--- config.mk ---
export PLATFORM = sky130hd
export DESIGN_NAME = native_access_address_decoder
export DESIGN_NICKNAME = d
export VERILOG_FILES = /design/src/rtl/dac_port.v /design/src/rtl/native_access_address_decoder.v /design/src/rtl/vcp_port.v
export VERILOG_INCLUDE_DIRS = /design/src /design/src/rtl
export SDC_FILE = /design/constraint.sdc
export NUM_CORES = 1
export LEC_CHECK = 0
export BUFFER_PORTS_ARGS = -buffer_cell sky130_fd_sc_hd__buf_2
export CAP_MARGIN = 15
export CELL_PAD_IN_SITES_DETAIL_PLACEMENT = 0
export CELL_PAD_IN_SITES_GLOBAL_PLACEMENT = 1
export CORE_UTILIZATION = 43
export CTS_CLUSTER_SIZE = 12
export DETAILED_ROUTE_END_ITERATION = 8
export HOLD_SLACK_MARGIN = 0.12
export MAX_ROUTING_LAYER = met4
export PLACE_DENSITY = 0.86
export SLEW_MARGIN = 20
export SYNTH_ARGS = -nofsm -noshare
export SYNTH_HDL_FRONTEND = slang
export SYNTH_SLANG_ARGS = --single-unit
--- constraint.sdc ---
create_clock -name clock_i -period 3.4 [get_ports clock_i]
set_input_delay 0.17 -clock clock_i [delete_from_list [all_inputs] [get_ports clock_i]]
set_output_delay 0.17 -clock clock_i [all_outputs]
set_load 0.02 [all_outputs]
--- src/rtl/nad_consts.vh ---
// constants for the native access address decoder
`ifndef NAD_CONSTS_VH
`define NAD_CONSTS_VH
// prefix fields, bits 31:15 of the host address
`define NAD_PFX_IND 17'h0_0014
`define NAD_WB_HI 31
`define NAD_WB_LO 24
`define NAD_SW_H 18
`define NAD_SW_B 17
`define NAD_SW_BIT 16
// select patterns, compared against the high end of bits 14:2
`define NAD_SEL_SYS 8'h00
`define NAD_SEL_VID 8'h02
`define NAD_SEL_MEM 8'h03
`define NAD_SEL_PECTL 8'h43
`define NAD_SEL_BITPIX 8'h41
`define NAD_SEL_PECOORD 7'h30
`define NAD_SEL_LOADC 6'h19
`define NAD_SEL_DRAW 6'h11
`define NAD_SEL_DAC 6'h01
`define NAD_SEL_VCP 5'h01
// full 13-bit word addresses, bits 14:2
`define NAD_A_STATUS 13'h0800
`define NAD_A_BLIT 13'h0801
`define NAD_A_QUAD 13'h0802
`define NAD_A_BYTEPIX 13'h0803
`define NAD_A_NEXTPIX 13'h0805
// decoded target codes; 1..7 map onto the register group select bits
`define NAD_T_NONE 4'h0
`define NAD_T_SYS 4'h1
`define NAD_T_VID 4'h2
`define NAD_T_MEM 4'h3
`define NAD_T_PECTL 4'h4
`define NAD_T_PECOORD 4'h5
`define NAD_T_LOADC 4'h6
`define NAD_T_DRAW 4'h7
`define NAD_T_DAC 4'h8
`define NAD_T_VCP 4'h9
`define NAD_T_STATUS 4'ha
`define NAD_T_BLIT 4'hb
`define NAD_T_QUAD 4'hc
`define NAD_T_BYTEPIX 4'hd
`define NAD_T_NEXTPIX 4'he
`define NAD_T_BITPIX 4'hf
// timing and reset values
`define NAD_DAC_STROBE_CYC 8'h02
`define NAD_VCP_STROBE_CYC 8'h02
`define NAD_RDATA_RST 32'h0000_0000
`endif

--- src/rtl/dac_port.v ---
// palette dac transfer sequencer over eight memory data bus lines
`timescale 1ns/100ps
`include "nad_consts.vh"
module dac_port #(
	parameter DATA_W = 8,
	parameter [7:0] STROBE_CYC = `NAD_DAC_STROBE_CYC
) (
	// clock and reset
	input wire clock_i,
	input wire rst_n_i,
	// request side
	input wire start_i,
	input wire write_i,
	input wire [3:0] code_i,
	input wire [DATA_W-1:0] wdata_i,
	output reg busy_o,
	output reg [DATA_W-1:0] rdata_o,
	// memory work that goes first
	input wire refresh_pending_i,
	input wire reload_pending_i,
	// dac side
	input wire [DATA_W-1:0] bus_i,
	output reg [DATA_W-1:0] bus_o,
	output reg bus_oe_o,
	output reg [3:0] code_o,
	output reg rd_o,
	output reg wr_o
);
	localparam ST_IDLE = 2'd0;
	localparam ST_WAIT = 2'd1;
	localparam ST_ACC = 2'd2;
	reg [1:0] state_q;
	reg [7:0] cnt_q;
	reg wr_q;
	// wait state ends as soon as no refresh or reload is pending
	always @(posedge clock_i or negedge rst_n_i) begin
		if (!rst_n_i) begin
			state_q <= ST_IDLE;
			cnt_q <= 8'h00;
			wr_q <= 1'b0;
			busy_o <= 1'b0;
			rdata_o <= {DATA_W{1'b0}};
			bus_o <= {DATA_W{1'b0}};
			bus_oe_o <= 1'b0;
			code_o <= 4'h0;
			rd_o <= 1'b0;
			wr_o <= 1'b0;
		end else begin
			case (state_q)
			ST_IDLE: begin
				if (start_i) begin
					state_q <= ST_WAIT;
					busy_o <= 1'b1;
					wr_q <= write_i;
					code_o <= code_i;
					bus_o <= wdata_i;
				end
			end
			ST_WAIT: begin
				if (!refresh_pending_i && !reload_pending_i) begin
					state_q <= ST_ACC;
					cnt_q <= STROBE_CYC - 8'h01;
					rd_o <= !wr_q;
					wr_o <= wr_q;
					bus_oe_o <= wr_q;
				end
			end
			ST_ACC: begin
				if (cnt_q == 8'h00) begin
					state_q <= ST_IDLE;
					rd_o <= 1'b0;
					wr_o <= 1'b0;
					bus_oe_o <= 1'b0;
					busy_o <= 1'b0;
					if (!wr_q) begin
						rdata_o <= bus_i;
					end
				end else begin
					cnt_q <= cnt_q - 8'h01;
				end
			end
			default: state_q <= ST_IDLE;
			endcase
		end
	end
endmodule

--- src/rtl/native_access_address_decoder.v ---
// native access address decoder: prefix check, target decode and forwarding
//
// The placing of the registers and the address-and-strobe port were decided locally.
`timescale 1ns/100ps
`include "nad_consts.vh"
//
// Contract
// - writes start byte, next and bit pixel commands
// - reads give status, launch blit or quad
// - bits 14:7 select four control register groups
// - bits 14:8/14:9 select coordinate and load-coordinate
// - bits 14:9 010001 select pixel processing registers
// - bits 14:9 000001 is dac, code bits 5:2; the code also needs bits 8:6 zero
// - dac access starts at once, ends quickly
// - dac stall bounded; refresh and reload first
// - dac byte over eight memory data lines
// - bits 14:10 00001 is coprocessor, register 9:2
// - coprocessor access starts at once, ends quickly
// - coprocessor interface only active in native mode
// - shared pins follow the current operating mode
// - registers 32 bits, writable unless read only
// - direct prefix: window base and swap bits
// - indirect prefix only when enabled, swaps from config
module native_access_address_decoder #(
	parameter VCP_W = 8
) (
	// clock and reset
	input wire clock_i,
	input wire rst_n_i,
	// host register port
	input wire [31:0] addr_i,
	input wire [31:0] wdata_i,
	input wire we_i,
	input wire re_i,
	output reg [31:0] rdata_o,
	// configuration
	input wire native_mode_i,
	input wire [7:0] window_base_i,
	input wire indirect_access_enable_i,
	input wire [2:0] config_swap_i,
	// register groups and commands
	output reg [6:0] target_o,
	output reg [12:0] reg_index_o,
	output reg [31:0] reg_wdata_o,
	output reg reg_wr_o,
	output reg reg_rd_o,
	input wire [31:0] reg_rdata_i,
	input wire [31:0] status_i,
	output reg [4:0] cmd_o,
	// palette dac
	input wire refresh_pending_i,
	input wire reload_pending_i,
	input wire [7:0] memory_data_bus_i,
	output wire [7:0] memory_data_bus_o,
	output wire memory_data_bus_oe_o,
	output wire [3:0] dac_transfer_code_o,
	output wire dac_rd_o,
	output wire dac_wr_o,
	output wire dac_busy_o,
	// video coprocessor and shared pins
	input wire [VCP_W-1:0] emu_pin_i,
	input wire emu_pin_oe_i,
	input wire [VCP_W-1:0] vcp_pin_i,
	output wire [VCP_W-1:0] vcp_pin_o,
	output wire vcp_pin_oe_o,
	output wire [7:0] vcp_reg_o,
	output wire vcp_rd_o,
	output wire vcp_wr_o,
	output wire vcp_busy_o
);
	localparam CMD_BYTEPIX = 0;
	localparam CMD_NEXTPIX = 1;
	localparam CMD_BITPIX = 2;
	localparam CMD_BLIT = 3;
	localparam CMD_QUAD = 4;

	// decode shared by both directions: register groups, dac and coprocessor
	function [3:0] group_code;
		input [12:0] a;
		begin
			if (a[12:5] == `NAD_SEL_SYS) begin
				group_code = `NAD_T_SYS;
			end else if (a[12:5] == `NAD_SEL_VID) begin
				group_code = `NAD_T_VID;
			end else if (a[12:5] == `NAD_SEL_MEM) begin
				group_code = `NAD_T_MEM;
			end else if (a[12:5] == `NAD_SEL_PECTL) begin
				group_code = `NAD_T_PECTL;
			end else if (a[12:6] == `NAD_SEL_PECOORD) begin
				group_code = `NAD_T_PECOORD;
			end else if (a[12:7] == `NAD_SEL_LOADC) begin
				group_code = `NAD_T_LOADC;
			end else if (a[12:7] == `NAD_SEL_DRAW) begin
				group_code = `NAD_T_DRAW;
			end else if (a[12:7] == `NAD_SEL_DAC && a[6:4] == 3'b000) begin
				group_code = `NAD_T_DAC;
			end else if (a[12:8] == `NAD_SEL_VCP) begin
				group_code = `NAD_T_VCP;
			end else begin
				group_code = `NAD_T_NONE;
			end
		end
	endfunction

	// write-only words: the pixel commands win over the shared table
	function [3:0] write_code;
		input [12:0] a;
		begin
			if (a[12]) begin
				write_code = `NAD_T_BYTEPIX;
			end else if (a == `NAD_A_BYTEPIX) begin
				write_code = `NAD_T_BYTEPIX;
			end else if (a == `NAD_A_NEXTPIX) begin
				write_code = `NAD_T_NEXTPIX;
			end else if (a[12:5] == `NAD_SEL_BITPIX) begin
				write_code = `NAD_T_BITPIX;
			end else begin
				write_code = group_code(a);
			end
		end
	endfunction

	// read-only words: status and the two commands that a read launches
	function [3:0] read_code;
		input [12:0] a;
		begin
			if (a == `NAD_A_STATUS) begin
				read_code = `NAD_T_STATUS;
			end else if (a == `NAD_A_BLIT) begin
				read_code = `NAD_T_BLIT;
			end else if (a == `NAD_A_QUAD) begin
				read_code = `NAD_T_QUAD;
			end else if (a[12]) begin
				read_code = `NAD_T_NONE;
			end else begin
				read_code = group_code(a);
			end
		end
	endfunction

	// endian swaps; each is an involution and they commute, so reads reuse it
	function [31:0] swap32;
		input [31:0] d;
		input [2:0] s;
		reg [31:0] t;
		integer i;
		begin
			t = d;
			if (s[0]) begin
				for (i = 0; i < 32; i = i + 1) begin
					t[i] = d[(i / 8) * 8 + 7 - (i % 8)];
				end
			end
			if (s[1]) begin
				t = {t[23:16], t[31:24], t[7:0], t[15:8]};
			end
			if (s[2]) begin
				t = {t[15:0], t[31:16]};
			end
			swap32 = t;
		end
	endfunction

	// prefix check; direct and indirect prefixes cannot both match
	wire direct_ok;
	wire indirect_ok;
	wire acc_ok;
	wire [2:0] swap_sel;
	assign direct_ok = (addr_i[`NAD_WB_HI:`NAD_WB_LO] == window_base_i)
		&& (addr_i[23:19] == 5'h00) && !addr_i[15];
	assign indirect_ok = indirect_access_enable_i
		&& (addr_i[31:15] == `NAD_PFX_IND);
	assign acc_ok = direct_ok | indirect_ok;
	// direct accesses carry their swaps in the address itself
	wire [2:0] addr_swap;
	assign addr_swap = {addr_i[`NAD_SW_H], addr_i[`NAD_SW_B], addr_i[`NAD_SW_BIT]};
	// indirect accesses take their swaps from configuration
	assign swap_sel = indirect_ok ? config_swap_i : addr_swap;

	// target of the current strobe; the direction picks the decode table
	wire [12:0] word_ix;
	wire [3:0] tsel;
	wire strobe;
	wire [31:0] wdata_sw;
	assign word_ix = addr_i[14:2];
	assign strobe = we_i | re_i;
	assign tsel = !acc_ok ? `NAD_T_NONE
		: we_i ? write_code(word_ix) : read_code(word_ix);
	assign wdata_sw = swap32(wdata_i, swap_sel);

	// one select bit per register group
	wire [6:0] grp_hit;
	genvar g;
	generate
		for (g = 0; g < 7; g = g + 1) begin : grp
			localparam [3:0] CODE = g + 1;
			assign grp_hit[g] = (tsel == CODE);
		end
	endgenerate
	wire is_grp;
	assign is_grp = |grp_hit;

	// sequencer handshakes
	wire dac_start;
	wire vcp_start;
	wire [7:0] dac_rdata;
	wire [VCP_W-1:0] vcp_rdata;
	// a new dac or coprocessor access while one is busy is dropped
	assign dac_start = strobe && tsel == `NAD_T_DAC && !dac_busy_o;
	assign vcp_start = strobe && tsel == `NAD_T_VCP && !vcp_busy_o
		&& native_mode_i;

	// read data source for the cycle after a read strobe
	reg [31:0] rsrc;
	always @* begin
		rsrc = `NAD_RDATA_RST;
		case (tsel)
		`NAD_T_STATUS: rsrc = status_i;
		`NAD_T_BLIT: rsrc = status_i;
		`NAD_T_QUAD: rsrc = status_i;
		`NAD_T_DAC: rsrc = {24'h00_0000, dac_rdata};
		`NAD_T_VCP: rsrc = {{(32 - VCP_W){1'b0}}, vcp_rdata};
		default: rsrc = is_grp ? reg_rdata_i : `NAD_RDATA_RST;
		endcase
	end

	// forwarding to register groups; strobes are one-cycle pulses
	always @(posedge clock_i or negedge rst_n_i) begin
		if (!rst_n_i) begin
			target_o <= 7'h00;
			reg_index_o <= 13'h0000;
			reg_wdata_o <= 32'h0000_0000;
			reg_wr_o <= 1'b0;
			reg_rd_o <= 1'b0;
		end else begin
			reg_wr_o <= 1'b0;
			reg_rd_o <= 1'b0;
			if (strobe && is_grp) begin
				target_o <= grp_hit;
				reg_index_o <= addr_i[14:2];
				reg_wr_o <= we_i;
				reg_rd_o <= re_i;
			end
			// any mapped write leaves its swapped data for the target
			if (we_i && tsel != `NAD_T_NONE) begin
				reg_wdata_o <= wdata_sw;
			end
			// command writes leave their word index for the engines
			if (we_i && tsel >= `NAD_T_BYTEPIX) begin
				reg_index_o <= addr_i[14:2];
			end
		end
	end

	// target code behind each command bit
	function [3:0] cmd_code;
		input integer k;
		begin
			case (k)
			CMD_BYTEPIX: cmd_code = `NAD_T_BYTEPIX;
			CMD_NEXTPIX: cmd_code = `NAD_T_NEXTPIX;
			CMD_BITPIX: cmd_code = `NAD_T_BITPIX;
			CMD_BLIT: cmd_code = `NAD_T_BLIT;
			default: cmd_code = `NAD_T_QUAD;
			endcase
		end
	endfunction

	// writes launch the pixel commands, reads launch blit and quad
	wire [4:0] cmd_hit;
	genvar c;
	generate
		for (c = 0; c < 5; c = c + 1) begin : cmd_bit
			assign cmd_hit[c] = ((c < CMD_BLIT) ? we_i : re_i) && tsel == cmd_code(c);
		end
	endgenerate

	// command launches are one-cycle pulses
	always @(posedge clock_i or negedge rst_n_i) begin
		if (!rst_n_i) begin
			cmd_o <= 5'h00;
		end else begin
			cmd_o <= cmd_hit;
		end
	end

	// read data; unmatched reads return zero and touch nothing
	always @(posedge clock_i or negedge rst_n_i) begin
		if (!rst_n_i) begin
			rdata_o <= `NAD_RDATA_RST;
		end else if (re_i) begin
			rdata_o <= swap32(rsrc, swap_sel);
		end
	end

	// palette dac; bits 1:0 are not checked, the host keeps them zero
	dac_port #(
		.DATA_W(8),
		.STROBE_CYC(`NAD_DAC_STROBE_CYC)
	) u_dac (
		.clock_i(clock_i),
		.rst_n_i(rst_n_i),
		.start_i(dac_start),
		.write_i(we_i),
		.code_i(addr_i[5:2]),
		.wdata_i(wdata_sw[7:0]),
		.busy_o(dac_busy_o),
		.rdata_o(dac_rdata),
		.refresh_pending_i(refresh_pending_i),
		.reload_pending_i(reload_pending_i),
		.bus_i(memory_data_bus_i),
		.bus_o(memory_data_bus_o),
		.bus_oe_o(memory_data_bus_oe_o),
		.code_o(dac_transfer_code_o),
		.rd_o(dac_rd_o),
		.wr_o(dac_wr_o)
	);

	// video coprocessor on pins shared with emulation mode
	vcp_port #(
		.DATA_W(VCP_W),
		.STROBE_CYC(`NAD_VCP_STROBE_CYC)
	) u_vcp (
		.clock_i(clock_i),
		.rst_n_i(rst_n_i),
		.native_i(native_mode_i),
		.start_i(vcp_start),
		.write_i(we_i),
		.reg_i(addr_i[9:2]),
		.wdata_i(wdata_sw[VCP_W-1:0]),
		.busy_o(vcp_busy_o),
		.rdata_o(vcp_rdata),
		.emu_i(emu_pin_i),
		.emu_oe_i(emu_pin_oe_i),
		.pin_i(vcp_pin_i),
		.pin_o(vcp_pin_o),
		.pin_oe_o(vcp_pin_oe_o),
		.reg_o(vcp_reg_o),
		.rd_o(vcp_rd_o),
		.wr_o(vcp_wr_o)
	);
endmodule

--- src/rtl/vcp_port.v ---
// video coprocessor access sequencer with pins shared with emulation mode
`timescale 1ns/100ps
`include "nad_consts.vh"
module vcp_port #(
	parameter DATA_W = 8,
	parameter [7:0] STROBE_CYC = `NAD_VCP_STROBE_CYC
) (
	// clock and reset
	input wire clock_i,
	input wire rst_n_i,
	// request side
	input wire native_i,
	input wire start_i,
	input wire write_i,
	input wire [7:0] reg_i,
	input wire [DATA_W-1:0] wdata_i,
	output reg busy_o,
	output reg [DATA_W-1:0] rdata_o,
	// shared pins
	input wire [DATA_W-1:0] emu_i,
	input wire emu_oe_i,
	input wire [DATA_W-1:0] pin_i,
	output reg [DATA_W-1:0] pin_o,
	output reg pin_oe_o,
	output reg [7:0] reg_o,
	output reg rd_o,
	output reg wr_o
);
	localparam ST_IDLE = 2'd0;
	localparam ST_ACC = 2'd1;
	localparam ST_DONE = 2'd2;
	reg [1:0] state_q;
	reg [7:0] cnt_q;
	reg rd_q;
	reg wr_q;
	reg [DATA_W-1:0] dout_q;
	// core sequence; leaving native mode drops any access in flight
	always @(posedge clock_i or negedge rst_n_i) begin
		if (!rst_n_i) begin
			state_q <= ST_IDLE;
			cnt_q <= 8'h00;
			rd_q <= 1'b0;
			wr_q <= 1'b0;
			dout_q <= {DATA_W{1'b0}};
			busy_o <= 1'b0;
			rdata_o <= {DATA_W{1'b0}};
			reg_o <= 8'h00;
		end else if (!native_i) begin
			state_q <= ST_IDLE;
			rd_q <= 1'b0;
			wr_q <= 1'b0;
			busy_o <= 1'b0;
		end else begin
			case (state_q)
			ST_IDLE: begin
				if (start_i) begin
					state_q <= ST_ACC;
					cnt_q <= STROBE_CYC - 8'h01;
					busy_o <= 1'b1;
					rd_q <= !write_i;
					wr_q <= write_i;
					reg_o <= reg_i;
					dout_q <= wdata_i;
				end
			end
			ST_ACC: begin
				if (cnt_q == 8'h00) begin
					state_q <= ST_DONE;
					wr_q <= 1'b0;
					rd_q <= 1'b0;
				end else begin
					cnt_q <= cnt_q - 8'h01;
				end
			end
			ST_DONE: begin
				// pins lag the core by one stage, so the read strobe is still out
				state_q <= ST_IDLE;
				busy_o <= 1'b0;
				if (rd_o) begin
					rdata_o <= pin_i;
				end
			end
			default: state_q <= ST_IDLE;
			endcase
		end
	end
	// pin stage follows the operating mode
	always @(posedge clock_i or negedge rst_n_i) begin
		if (!rst_n_i) begin
			pin_o <= {DATA_W{1'b0}};
			pin_oe_o <= 1'b0;
			rd_o <= 1'b0;
			wr_o <= 1'b0;
		end else begin
			pin_o <= native_i ? dout_q : emu_i;
			pin_oe_o <= native_i ? wr_q : emu_oe_i;
			rd_o <= native_i & rd_q;
			wr_o <= native_i & wr_q;
		end
	end
endmodule

==> summary.txt, run 1 <==
Synth
  – Seq cells post-synth: 173
  – Top_reg_cell synth: dfrtp_1
  – Simple-gate share of the synthesized area: 18.29%
  – Synth warn: 0
  – Post-synth cell types: 80
  – Post-synth EDFFs: 0
  – Syn_area_per_cell: 9.507 um^2
  – Post-Syn Instances: 1090
  – Ys async rst share: 100.0%
  – Syn_nets: 1268
  – Register area share after synthesis: 41.78%
  – Post-synthesis xor/xnor area fraction: 1.437%
  – Mux share of post-synthesis cell area: 12.53%
  – Largest family of logic cells by synthesized area: compound AO/OA/AOI/OAI gates
  – Cell Area, Synth: 10360 um^2
  – Synth Area in Adders: 0.7245%
  – Synth Area in Compound Gates: 21.07%

Route
  – Iter 0 DRT Violations: 812
  – Drt drc: 0
  – Final ANT Viol Nets: 0
  – Drt first pass iters: 7
  – Wire length per cell: 19.47 um
  – Drt total wl: 34040 um
  – Vias/cell: 5.839
  – DR vias: 10210

Hold path
  – Worst hold path class: input pin to flop
  – Worst Min Path Start: addr_i[4]
  – Hold depth: 2

Run status
  – Status: complete, no violations

Clock network
  – Max Buffers Root-to-Sink: 2
  – CTS tree: done
  – Clk_lat worst skew: 0.44 ns
  – Htree depth: 4
  – CTS Buf Count: 17
  – CTS sink cnt: 173
  – Clk slew on worst S/H paths: 0.07 ns
  – CTS root buf: clkbuf_16

STA
  – Worst Max-Slew Pin Slew: 0.7882 ns
  – Fmax: 300.4 MHz
  – Period utilisation layout: 97.90%
  – Hold Vio Cnt, Final: 0
  – Layout Skew: 0.01262 ns
  – # setup viols final: 0
  – Slew Limit Fails: 0
  – Fin crit period: 3.329 ns
  – Setup tns final: 0 ns
  – Headroom to the max-slew limit: 47.34%

Die
  – I/O pin cnt: 299
  – Die Y: 157.2 um
  – Die footprint: 24720 um^2
  – Initial Util: 44.02%
  – Core footprint: 23540 um^2
  – Num rows: 56
  – Chip Width: 157.2 um

GRT
  – First-pass GRT wire length: 51300 um
  – Largest net degree at the start of global routing: 73
  – Vias in the first global route: 9443
  – GRT Total Usage: 27.81%
  – Initial antenna violation count: 6
  – GRT overflow: 0

Finish
  – Final #Nets: 1588
  – Area of the multi-input gates: 5689 um^2
  – Layout fillers: 2148
  – Layout cell share with drive strength beyond 1: 33.66%
  – Register area: 4329 um^2
  – Area Growth Syn to Fin: 29.15%

Placed design
  – Gpl congestion: 0.8964
  – IO Port Bufs: 296
  – Final HPWL DP: 25130 um

Critical path
  – Critical path type: input pin to flop
  – Crit path max fanout: 8
  – Startpoint types: input pin
  – Endpoint class of the critical path: flop
  – Worst EP required: 3.67 ns
  – Reg-to-Reg Start: u_dac.cnt_q[4]$_DFFE_PN0P_
  – Worst EP arrival: 3.60 ns
  – FF-to-FF path depth: 6
  – CP startpoint: we_i

Power and ir drop
  – Pwr dens: 372.3 nW/um^2
  – Design Power: 4.983 mW
  – Peak VDD IR: 0.0003319 V
  – Leak: 6.461 nW

Run
  – Max Cap Viol: 0
==> layer usage <==
layer	share of wire (%)	wire [um]	GRT usage [%]
met1	43	14520	35.69
met2	48	16510	44.82
met3	6.2	2108	4.598
met4	2.7	903	8.738
met5	0	0	-
==> cells in the final DEF (no fill, tap or decap), types with 15 or more instances in the layout <==
master,netlist,layout
a221oi_1,16,16
nand2_1,193,193
mux2_2,60,60
nand3_1,25,25
buf_2,21,295
clkbuf_16,0,17
dfrtp_1,173,173
a31oi_1,40,40
o22a_1,21,21
buf_4,8,46
nor3_1,21,21
and3b_1,17,17
a221o_1,16,16
a21oi_1,18,15
o221ai_1,17,16
nor2_1,81,81
mux2i_1,45,45
o22ai_1,33,33
a222oi_1,16,16
o21ai_0,22,21
a211oi_1,18,18
dlygate4sd3_1,0,36
==> state kept, by name (all words and copies together) (netlist names), 5 cells and up <==
name	cells
rdata_o	32
reg_wdata_o	32
reg_index_o	13
u_dac.bus_o	8
u_dac.cnt_q	8
u_dac.rdata_o	8
u_vcp.cnt_q	8
u_vcp.dout_q	8
u_vcp.pin_o	8
u_vcp.rdata_o	8
u_vcp.reg_o	8
target_o	7
cmd_o	5
==> report_power, final <==
group	total (mW)	internal (mW)	switching [mW]
Sequential	2.15	2.11	0.0361
Clock	2.03	1.06	0.976
Combinational	0.806	0.320	0.485
==> cell type report <==
type	instances	area share, %
Sequential cell	173	32.35
Multi-Input combinational cell	824	42.51
Clock buffer	17	3.179
Timing Repair Buffer	384	17.29
Clock inverter	15	1.300
Tap cell	319	2.982
Antenna cell	6	0.1122
Inverter	10	0.2805
==> final timing paths <==
check | endpoint | slack (ns)
worst max-delay path | rdata_o[17]$_DFFE_PN0P_ | 0.07
worst min-delay path | u_dac.code_o[2]$_DFFE_PN0P_ | 0.14
worst max register to register | u_dac.rdata_o[6]$_DFFE_PN0P_ | 0.88
worst min register to register | u_dac.bus_o[5]$_DFFE_PN0P_ | 0.48
max in group asynchronous | rdata_o[27]$_DFFE_PN0P_ | 2.13
min in group asynchronous | u_vcp.pin_o[3]$_DFF_PN0_ | 0.28
==> timing repair <==
| action | 4_1_cts | 5_1_grt |
|---|---|---|
| endpoints found under the hold margin | 100 | 0 |
| hold buffers | 36 | 0 |
| buffers inserted | 0 | 5 |
| setup endpoints to repair | 0 | 24 |
| resized for setup | 0 | 12 |
==> cell usage after synthesis (all sizes together), types with 8 or more instances <==
library cell  number  area share [%]
nand2            193             7.0
dfrtp            173              42
nor2              83             3.1
mux2              74             8.2
clkbuf            47             1.7
mux2i             45             4.3
a31oi             40             2.4
buf               37             2.1
o22ai             34             2.1
o21ai             27             1.3
nand3             25             1.2
nor3              23             1.3
o22a              21             1.8
a21oi             19            0.95
a211oi            18             1.3
a2111oi           17             1.6
and3b             17             1.4
o221ai            17             1.4
a221o             16             1.5
a221oi            16             1.4
a222oi            16             1.5
xor2              11            0.93
inv                9            0.33
a32oi              8            0.68
o211ai             8            0.58
==> cell families after synthesis <==
kind of cell | Yosys count
flip-flops | 173
XOR/XNOR | 17
AO/OA/AOI/OAI | 284
adder cells (fa/ha/maj) | 6
multiplexers | 119
AND/OR/NAND/NOR | 397
buffers and inverters | 94
==> worst max-delay path, stage by stage <==
cell and delay [ns]:
dlygate4sd3_1 0.55, buf_2 0.19, nor4_4 0.31, nand4_1 0.19, o22ai_2 0.32, nor2_4 0.15, buf_4 0.17, mux2_4 0.30
a222oi_1 0.39, buf_4 0.19, mux2i_1 0.08, a2111oi_0 0.52, a211oi_1 0.08
==> per-stage QoR <==
stage / utilization (%) / cell area (um^2) / hold slack [ns] / std cells / worst slack [ns]
final: 56.85 / 13380 / 0.1383 / 1748 / 0.07145
after global routing: 56.85 / 13380 / 0.1269 / 1748 / -0.01148
after CTS: 56.38 / 13270 / 0.1263 / 1736 / 0.04870
after detailed placement: 52.31 / 12310 / 0.1825 / 1668 / 0.06050
after global placement: 52.31 / 12310 / 0.1814 / 1668 / 0.1312
after floorplan: - / 10360 / -0.1256 / 1090 / 0.8066
Note: power is estimated with default switching activity, not from simulation.
==> inputs of run 2 (changes only) <==
--- a/config.mk
+++ b/config.mk
@@ -10,12 +10,12 @@
 export CAP_MARGIN = 15
 export CELL_PAD_IN_SITES_DETAIL_PLACEMENT = 0
 export CELL_PAD_IN_SITES_GLOBAL_PLACEMENT = 1
-export CORE_UTILIZATION = 43
+export CORE_UTILIZATION = 36
 export CTS_CLUSTER_SIZE = 12
 export DETAILED_ROUTE_END_ITERATION = 8
 export HOLD_SLACK_MARGIN = 0.12
 export MAX_ROUTING_LAYER = met4
-export PLACE_DENSITY = 0.86
+export PLACE_DENSITY = 0.77
 export SLEW_MARGIN = 20
 export SYNTH_ARGS = -nofsm -noshare
 export SYNTH_HDL_FRONTEND = slang
==> constraint.sdc (replaced) <==
create_clock -name clock_i -period 2.7 [get_ports clock_i]
set_input_delay 0.135 -clock clock_i [delete_from_list [all_inputs] [get_ports clock_i]]
set_output_delay 0.135 -clock clock_i [all_outputs]
set_load 0.02 [all_outputs]
==> summary.txt, run 2 (synthesized netlist as in run 1, its figures left out) <==
Finish
  – Register area: 4329 um^2 (unchanged)
  – Post-route insts no fill: 1946 (+11%)
  – Final #Nets: 1727 (+8.8%)
  – Final core utilization: 53.50% (-3.3 points)
  – Area of the multi-input gates: 6086 um^2 (+7.0%)
  – Layout cell share with drive strength beyond 1: 42.51% (+8.8 points)
  – Largest regs: rdata_o: 32 flops, reg_wdata_o: 32 flops, reg_index_o: 13 flops
  – Area Growth Syn to Fin: 45.01%
  – Most frequent cells in the layout: 291 x buf_2, 193 x nand2_1, 173 x dfrtp_1, 170 x buf_4, 81 x nor2_1
  – Layout fillers: 2655 (+24%)
  – Commonest non-fill, non-tap cell in the layout: buf_2
  – Design area: 15030 um^2 (+12%)

Clock network
  – Clk_lat worst skew: 0.43 ns (about the same)
  – CTS root buf: clkbuf_16
  – CTS sink cnt: 173 (unchanged)
  – Htree depth: 4 (unchanged)
  – CTS Buf Count: 17 (unchanged)
  – Clk slew on worst S/H paths: 0.08 ns (about the same)
  – CTS tree: done
  – Max Buffers Root-to-Sink: 2 (unchanged)

GRT
  – GR peak layer: met2
  – Grt met1 use: 32.02% (-3.7 points)
  – Largest net degree at the start of global routing: 63 (-14%)
  – GRT overflow: 0 (unchanged)
  – GRT Total Usage: 25.70% (-2.1 points)
  – Vias in the first global route: 10300 (+9.0%)
  – GR Layer Usage met2: 41.67% (-3.2 points)
  – First-pass GRT wire length: 56350 um (+9.8%)
  – Met3 Resource Use GR: 4.901% (+0.30 points)
  – Initial antenna violation count: 6 (unchanged)

Hold path
  – Worst hold path class: input pin to flop

Run
  – Max Cap Viol: 0 (unchanged)

Route
  – Drt first pass iters: 6 (-1)
  – Iter 0 DRT Violations: 879 (+8.3%)
  – DR vias: 10810 (+5.9%)
  – Wire length per cell: 19.62 um (+0.75%)
  – Drt drc: 0 (unchanged)
  – Vias/cell: 5.555 (-4.9%)
  – Final ANT Viol Nets: 0 (unchanged)
  – Drt total wl: 38180 um (+12%)

STA
  – Period utilisation layout: 98.66%
  – Layout Skew: 0.01398 ns (+0.001362 ns)
  – Fin crit period: 2.664 ns
  – Slew Limit Fails: 0 (unchanged)
  – # setup viols final: 0 (unchanged)
  – Hold Vio Cnt, Final: 0 (unchanged)
  – Worst Max-Slew Pin Slew: 0.9427 ns (+0.1546 ns)
  – Headroom to the max-slew limit: 37.15% (-10 points)
  – Fmax: 375.4 MHz
  – RSZ-0062 raised after global routing: yes
  – Setup tns final: 0 ns (unchanged)

Power and ir drop
  – Peak VDD IR: 0.0004097 V (+23%)
  – Combinational power share: 18.8% (+2.6 points)
  – Net Sw Frac: 30.91% (+0.85 points)
  – P_sw: 1.983 mW (+32%)
  – Pwr dens: 427.0 nW/um^2 (+15%)
  – Design Power: 6.417 mW (+29%)
  – Clk pwr share: 38.9% (-1.9 points)
  – Int Power: 4.433 mW (+27%)
  – Reg power frac: 42.3% (-0.8 points)
  – Leak: 7.219 nW (+12%)

Placed design
  – Final HPWL DP: 28450 um (+13%)
  – Gpl congestion: 0.9676 (+7.9%)
  – Placed instance area: 13400 um^2 (+8.8%)
  – IO Port Bufs: 296 (unchanged)
  – Placed cells: 1848 (+11%)

Critical path
  – Crit path max fanout: 6 (-2)
  – Worst EP arrival: 2.97 ns (-0.63 ns)
  – Critical path type: input pin to flop
  – Endpoint class of the critical path: flop
  – Worst EP required: 3.01 ns (-0.66 ns)
  – Startpoint types: input pin

Die
  – Core footprint: 28090 um^2 (+19%)
  – Chip Width: 171.7 um (+9.2%)
  – Initial Util: 36.89% (-7.1 points)
  – Num rows: 61 (+8.9%)
  – I/O pin cnt: 299 (unchanged)
  – Die Y: 171.7 um (+9.2%)
  – Die footprint: 29470 um^2 (+19%)

Run status
  – Status: complete, no violations
==> run 2: changes by cell type in the layout (fill, tap and decap cells not counted), sizes merged, moves of 2 or more <==
cell / previous run / this run
buf: 348 / 480
clkbuf: 17 / 21
clkinv: 5 / 8
dlygate4sd3: 36 / 38
==> run 2: area by class of cell <==
type	instances	share of cell area, %
clock buffer	17	2.831
tap	378	3.147
sequential	173	28.81
inverter	10	0.2498
antenna	6	0.09992
clock inverter	15	1.149
multi-input combinational	825	40.50
timing repair buffer	522	23.21
==> run 2: final timing paths <==
kind                                             from                      endpoint  slack, ns  cells past startpoint
setup reg to reg           u_dac.cnt_q[4]$_DFFE_PN0P_  u_dac.state_q[1]$_DFFE_PN0P_       0.26                      7
hold reg to reg            u_dac.bus_o[3]$_DFFE_PN0P_    u_dac.bus_o[3]$_DFFE_PN0P_       0.48                      2
max in group asynchronous                     rst_n_i        rdata_o[4]$_DFFE_PN0P_       1.75                      3
setup / recovery                            addr_i[3]        rdata_o[2]$_DFFE_PN0P_       0.04                     14
min in group asynchronous                     rst_n_i          u_vcp.wr_o$_DFF_PN0_       0.22                      2
hold / removal                            wdata_i[18]   reg_wdata_o[18]$_DFFE_PN0P_       0.14                      5
==> run 2: what timing repair did <==
action	CTS	global route
endpoints found under the hold margin	88	0
cloned	0	3
setup endpoints to repair	2	40
pin swaps	0	39
setup buffers	0	19
hold buffers	38	0
gates resized for setup	3	96
==> run 2: power by group through the flow <==
stage | logic (mW) | clock network, mW | registers, mW
3_3_place_gp | 1.07 | 0 | 2.76
5_1_grt | 1.30 | 2.66 | 2.72
4_1_cts | 1.13 | 2.56 | 2.71
2_1_floorplan | 0.444 | 0 | 2.81
6_report | 1.21 | 2.49 | 2.71
3_5_place_dp | 1.08 | 0 | 2.76
==> run 2: critical path, stage by stage <==
cell       delay, ns
buf_2           0.11
buf_4           0.15
nand4bb_4       0.22
buf_4           0.14
o41a_1          0.46
o41a_1          0.21
o211a_4         0.21
buf_6           0.14
a222oi_1        0.32
buf_4           0.22
mux2i_4         0.08
a2111oi_2       0.35
buf_4           0.18
a211oi_1        0.04
==> run 2: routing by layer <==
layer / routed length (um) / vias up
li1: - / 5040
met1: 16270 / 5268
met2: 18650 / 436
met3: 2341 / 66
met4: 915 / 0
met5: 0 / -
==> run 2: stage by stage <==
step	hold WS, ns	setup slack [ns]
final	0.1450	0.03628
after global routing	0.1575	-0.05887
after CTS	0.1210	0.004352
after detailed placement	0.1225	-0.6228
after global placement	0.1171	-0.5908
after floorplan	-0.1606	0.1416
==> inputs of run 3 (changes only) <==
==> constraint.sdc (replaced) <==
create_clock -name clock_i -period 2.45 [get_ports clock_i]
set_input_delay 0.1225 -clock clock_i [delete_from_list [all_inputs] [get_ports clock_i]]
set_output_delay 0.1225 -clock clock_i [all_outputs]
set_load 0.02 [all_outputs]
==> summary.txt, run 3 (synthesized netlist as in run 1, its figures left out) <==
GRT
  – GRT overflow: 0 (unchanged)
  – Vias in the first global route: 10720 (+4.2%)
  – First-pass GRT wire length: 58090 um (+3.1%)
  – Initial antenna violation count: 10 (+4)
  – Largest net degree at the start of global routing: 61 (-3.2%)
  – GRT Total Usage: 26.51% (+0.80 points)

Placed design
  – Setup WS pre-CTS: -0.8246 ns (-0.2017 ns)
  – IO Port Bufs: 296 (unchanged)
  – Placed instance area: 13600 um^2 (+1.5%)
  – Final HPWL DP: 28300 um (-0.51%)
  – Gpl congestion: 0.9369 (-3.2%)
  – Placed cells: 1865 (+0.92%)

Finish
  – Area of the multi-input gates: 6605 um^2 (+8.5%)
  – Layout fillers: 2496 (-6.0%)
  – Most frequent cells in the layout: 284 x buf_2, 191 x nand2_1, 173 x dfrtp_1, 166 x buf_4, 81 x nor2_1
  – Post-route insts no fill: 1979 (+1.7%)
  – Final core utilization: 57.22% (+3.7 points)
  – Design area: 16070 um^2 (+6.9%)
  – Layout cell share with drive strength beyond 1: 46.89% (+4.4 points)
  – Largest regs: rdata_o: 32 flops, reg_wdata_o: 32 flops, reg_index_o: 13 flops
  – Area Growth Syn to Fin: 55.08%
  – Register area: 4329 um^2 (unchanged)
  – Final #Nets: 1756 (+1.7%)
  – Commonest non-fill, non-tap cell in the layout: buf_2

Hold path
  – Hold depth: 2 (-3)
  – Worst hold path class: input pin to flop

STA
  – RSZ-0062 raised after global routing: yes
  – Slew Limit Fails: 0 (unchanged)
  – Headroom to the max-slew limit: 23.76% (-13 points)
  – Fmax: 388.2 MHz
  – Fin crit period: 2.576 ns
  – Period utilisation layout: 105.1%
  – WHS: 0.1266 ns (-0.01838 ns)
  – Hold Vio Cnt, Final: 0 (unchanged)
  – # setup viols final: 42 (+42)
  – Final setup margin: -0.1257 ns (-0.1620 ns)
  – Worst Max-Slew Pin Slew: 1.137 ns (+0.1938 ns)
  – Layout Skew: 0.01693 ns (+0.002955 ns)
  – Setup tns final: -2.100 ns (-2.100 ns)

Clock network
  – Max Buffers Root-to-Sink: 2 (unchanged)
  – Clk slew on worst S/H paths: 0.08 ns (about the same)
  – CTS sink cnt: 173 (unchanged)
  – CTS tree: done
  – CTS root buf: clkbuf_16
  – CTS Buf Count: 17 (unchanged)
  – Clk_lat worst skew: 0.45 ns (+0.02 ns)
  – Htree depth: 4 (unchanged)

Route
  – Drt first pass iters: 7 (+1)
  – Vias/cell: 5.669 (+2.1%)
  – Drt total wl: 40370 um (+5.8%)
  – Final ANT Viol Nets: 0 (unchanged)
  – Wire length per cell: 20.40 um (+4.0%)
  – Iter 0 DRT Violations: 828 (-5.8%)
  – Drt drc: 0 (unchanged)
  – DR vias: 11220 (+3.8%)

Power and ir drop
  – Pwr dens: 455.0 nW/um^2 (+6.5%)
  – Clk pwr share: 39.2% (+0.3 points)
  – Int Power: 4.982 mW (+12%)
  – P_sw: 2.329 mW (+17%)
  – Reg power frac: 40.8% (-1.5 points)
  – Net Sw Frac: 31.86% (+0.95 points)
  – Design Power: 7.311 mW (+14%)
  – Leak: 7.579 nW (+5.0%)
  – Peak VDD IR: 0.0004668 V (+14%)
  – Combinational power share: 20.0% (+1.2 points)

Critical path
  – R2r setup slk: 0.16 ns (-0.10 ns)
  – Critical path type: input pin to flop
  – Endpoint class of the critical path: flop
  – Crit path max fanout: 7 (+1)
  – Worst EP arrival: 2.92 ns (-0.05 ns)
  – FF-to-FF path depth: 6 (-1)
  – Worst EP required: 2.80 ns (-0.21 ns)
  – Startpoint types: input pin

Die
  – Core footprint: 28090 um^2 (unchanged)
  – I/O pin cnt: 299 (unchanged)
  – Initial Util: 36.89% (unchanged)
  – Chip Width: 171.7 um (unchanged)
  – Die Y: 171.7 um (unchanged)
  – Num rows: 61 (unchanged)
  – Die footprint: 29470 um^2 (unchanged)

Run
  – Max Cap Viol: 0 (unchanged)

Run status
  – Failing checks: negative setup slack
  – Status: complete, but fails checks
run 3: cell count changes in the layout (fill, tap and decap cells not counted), moves of 12 or more:
cell	previous run	this run
buf_6	4	27
o221ai_2	1	13
o221ai_1	16	4
mux2_4	4	16
run 3: routing by layer:
layer	vias to the layer above	part of all wire (%)	global-route usage [%]
met4	0	3.2	10.40
li1	5115	-	-
met3	83	6.6	4.533
met1	5528	41	31.99
met5	-	0	-
met2	493	50	43.99
run 3: path summary, 6_finish.rpt:
check | end | from
min | u_vcp.rd_o$_DFF_PN0_ | native_mode_i
min in group asynchronous | u_dac.bus_o[3]$_DFFE_PN0P_ | rst_n_i
max in group asynchronous | rdata_o[12]$_DFFE_PN0P_ | rst_n_i
max reg2reg | u_dac.rdata_o[7]$_DFFE_PN0P_ | u_dac.cnt_q[5]$_DFFE_PN0P_
max | rdata_o[1]$_DFFE_PN0P_ | addr_i[27]
min reg2reg | target_o[1]$_DFFE_PN0P_ | target_o[1]$_DFFE_PN0P_
run 3: power groups by stage:
stage          combinational (mW)  clock [mW]  sequential [mW]
2_1_floorplan               0.491           0             3.10
3_3_place_gp                 1.19           0             3.04
3_5_place_dp                 1.20           0             3.04
4_1_cts                      1.34        2.89             2.98
5_1_grt                      1.57        3.00             2.99
6_report                     1.46        2.86             2.98
run 3: repair_timing:
item | in CTS | in global routing
setup endpoints to repair | 43 | 68
hold buffers | 42 | 0
gates cloned | 2 | 5
resized for setup | 120 | 98
pin swaps | 44 | 55
buffers inserted | 27 | 11
hold endpoints to repair | 106 | 0
run 3: critical path, cell delays in order:
cell       delay [ns]
buf_8            0.10
nor4b_4          0.27
nand3_1          0.15
or3_4            0.43
a2111oi_4        0.34
buf_4            0.20
a21boi_4         0.24
buf_6            0.16
buf_8            0.14
a221oi_4         0.07
nor3_4           0.27
buf_6            0.14
a2111oi_4        0.04
a211oi_1         0.24
run 3: area by class of cell:
cell class                 count  area share, %
sequential                   173          26.94
tap                          378          2.943
antenna                       10         0.1557
multi-input combinational    827          41.10
timing repair buffer         549          24.81
inverter                      10         0.2336
clock buffer                  17          2.647
clock inverter                15          1.168
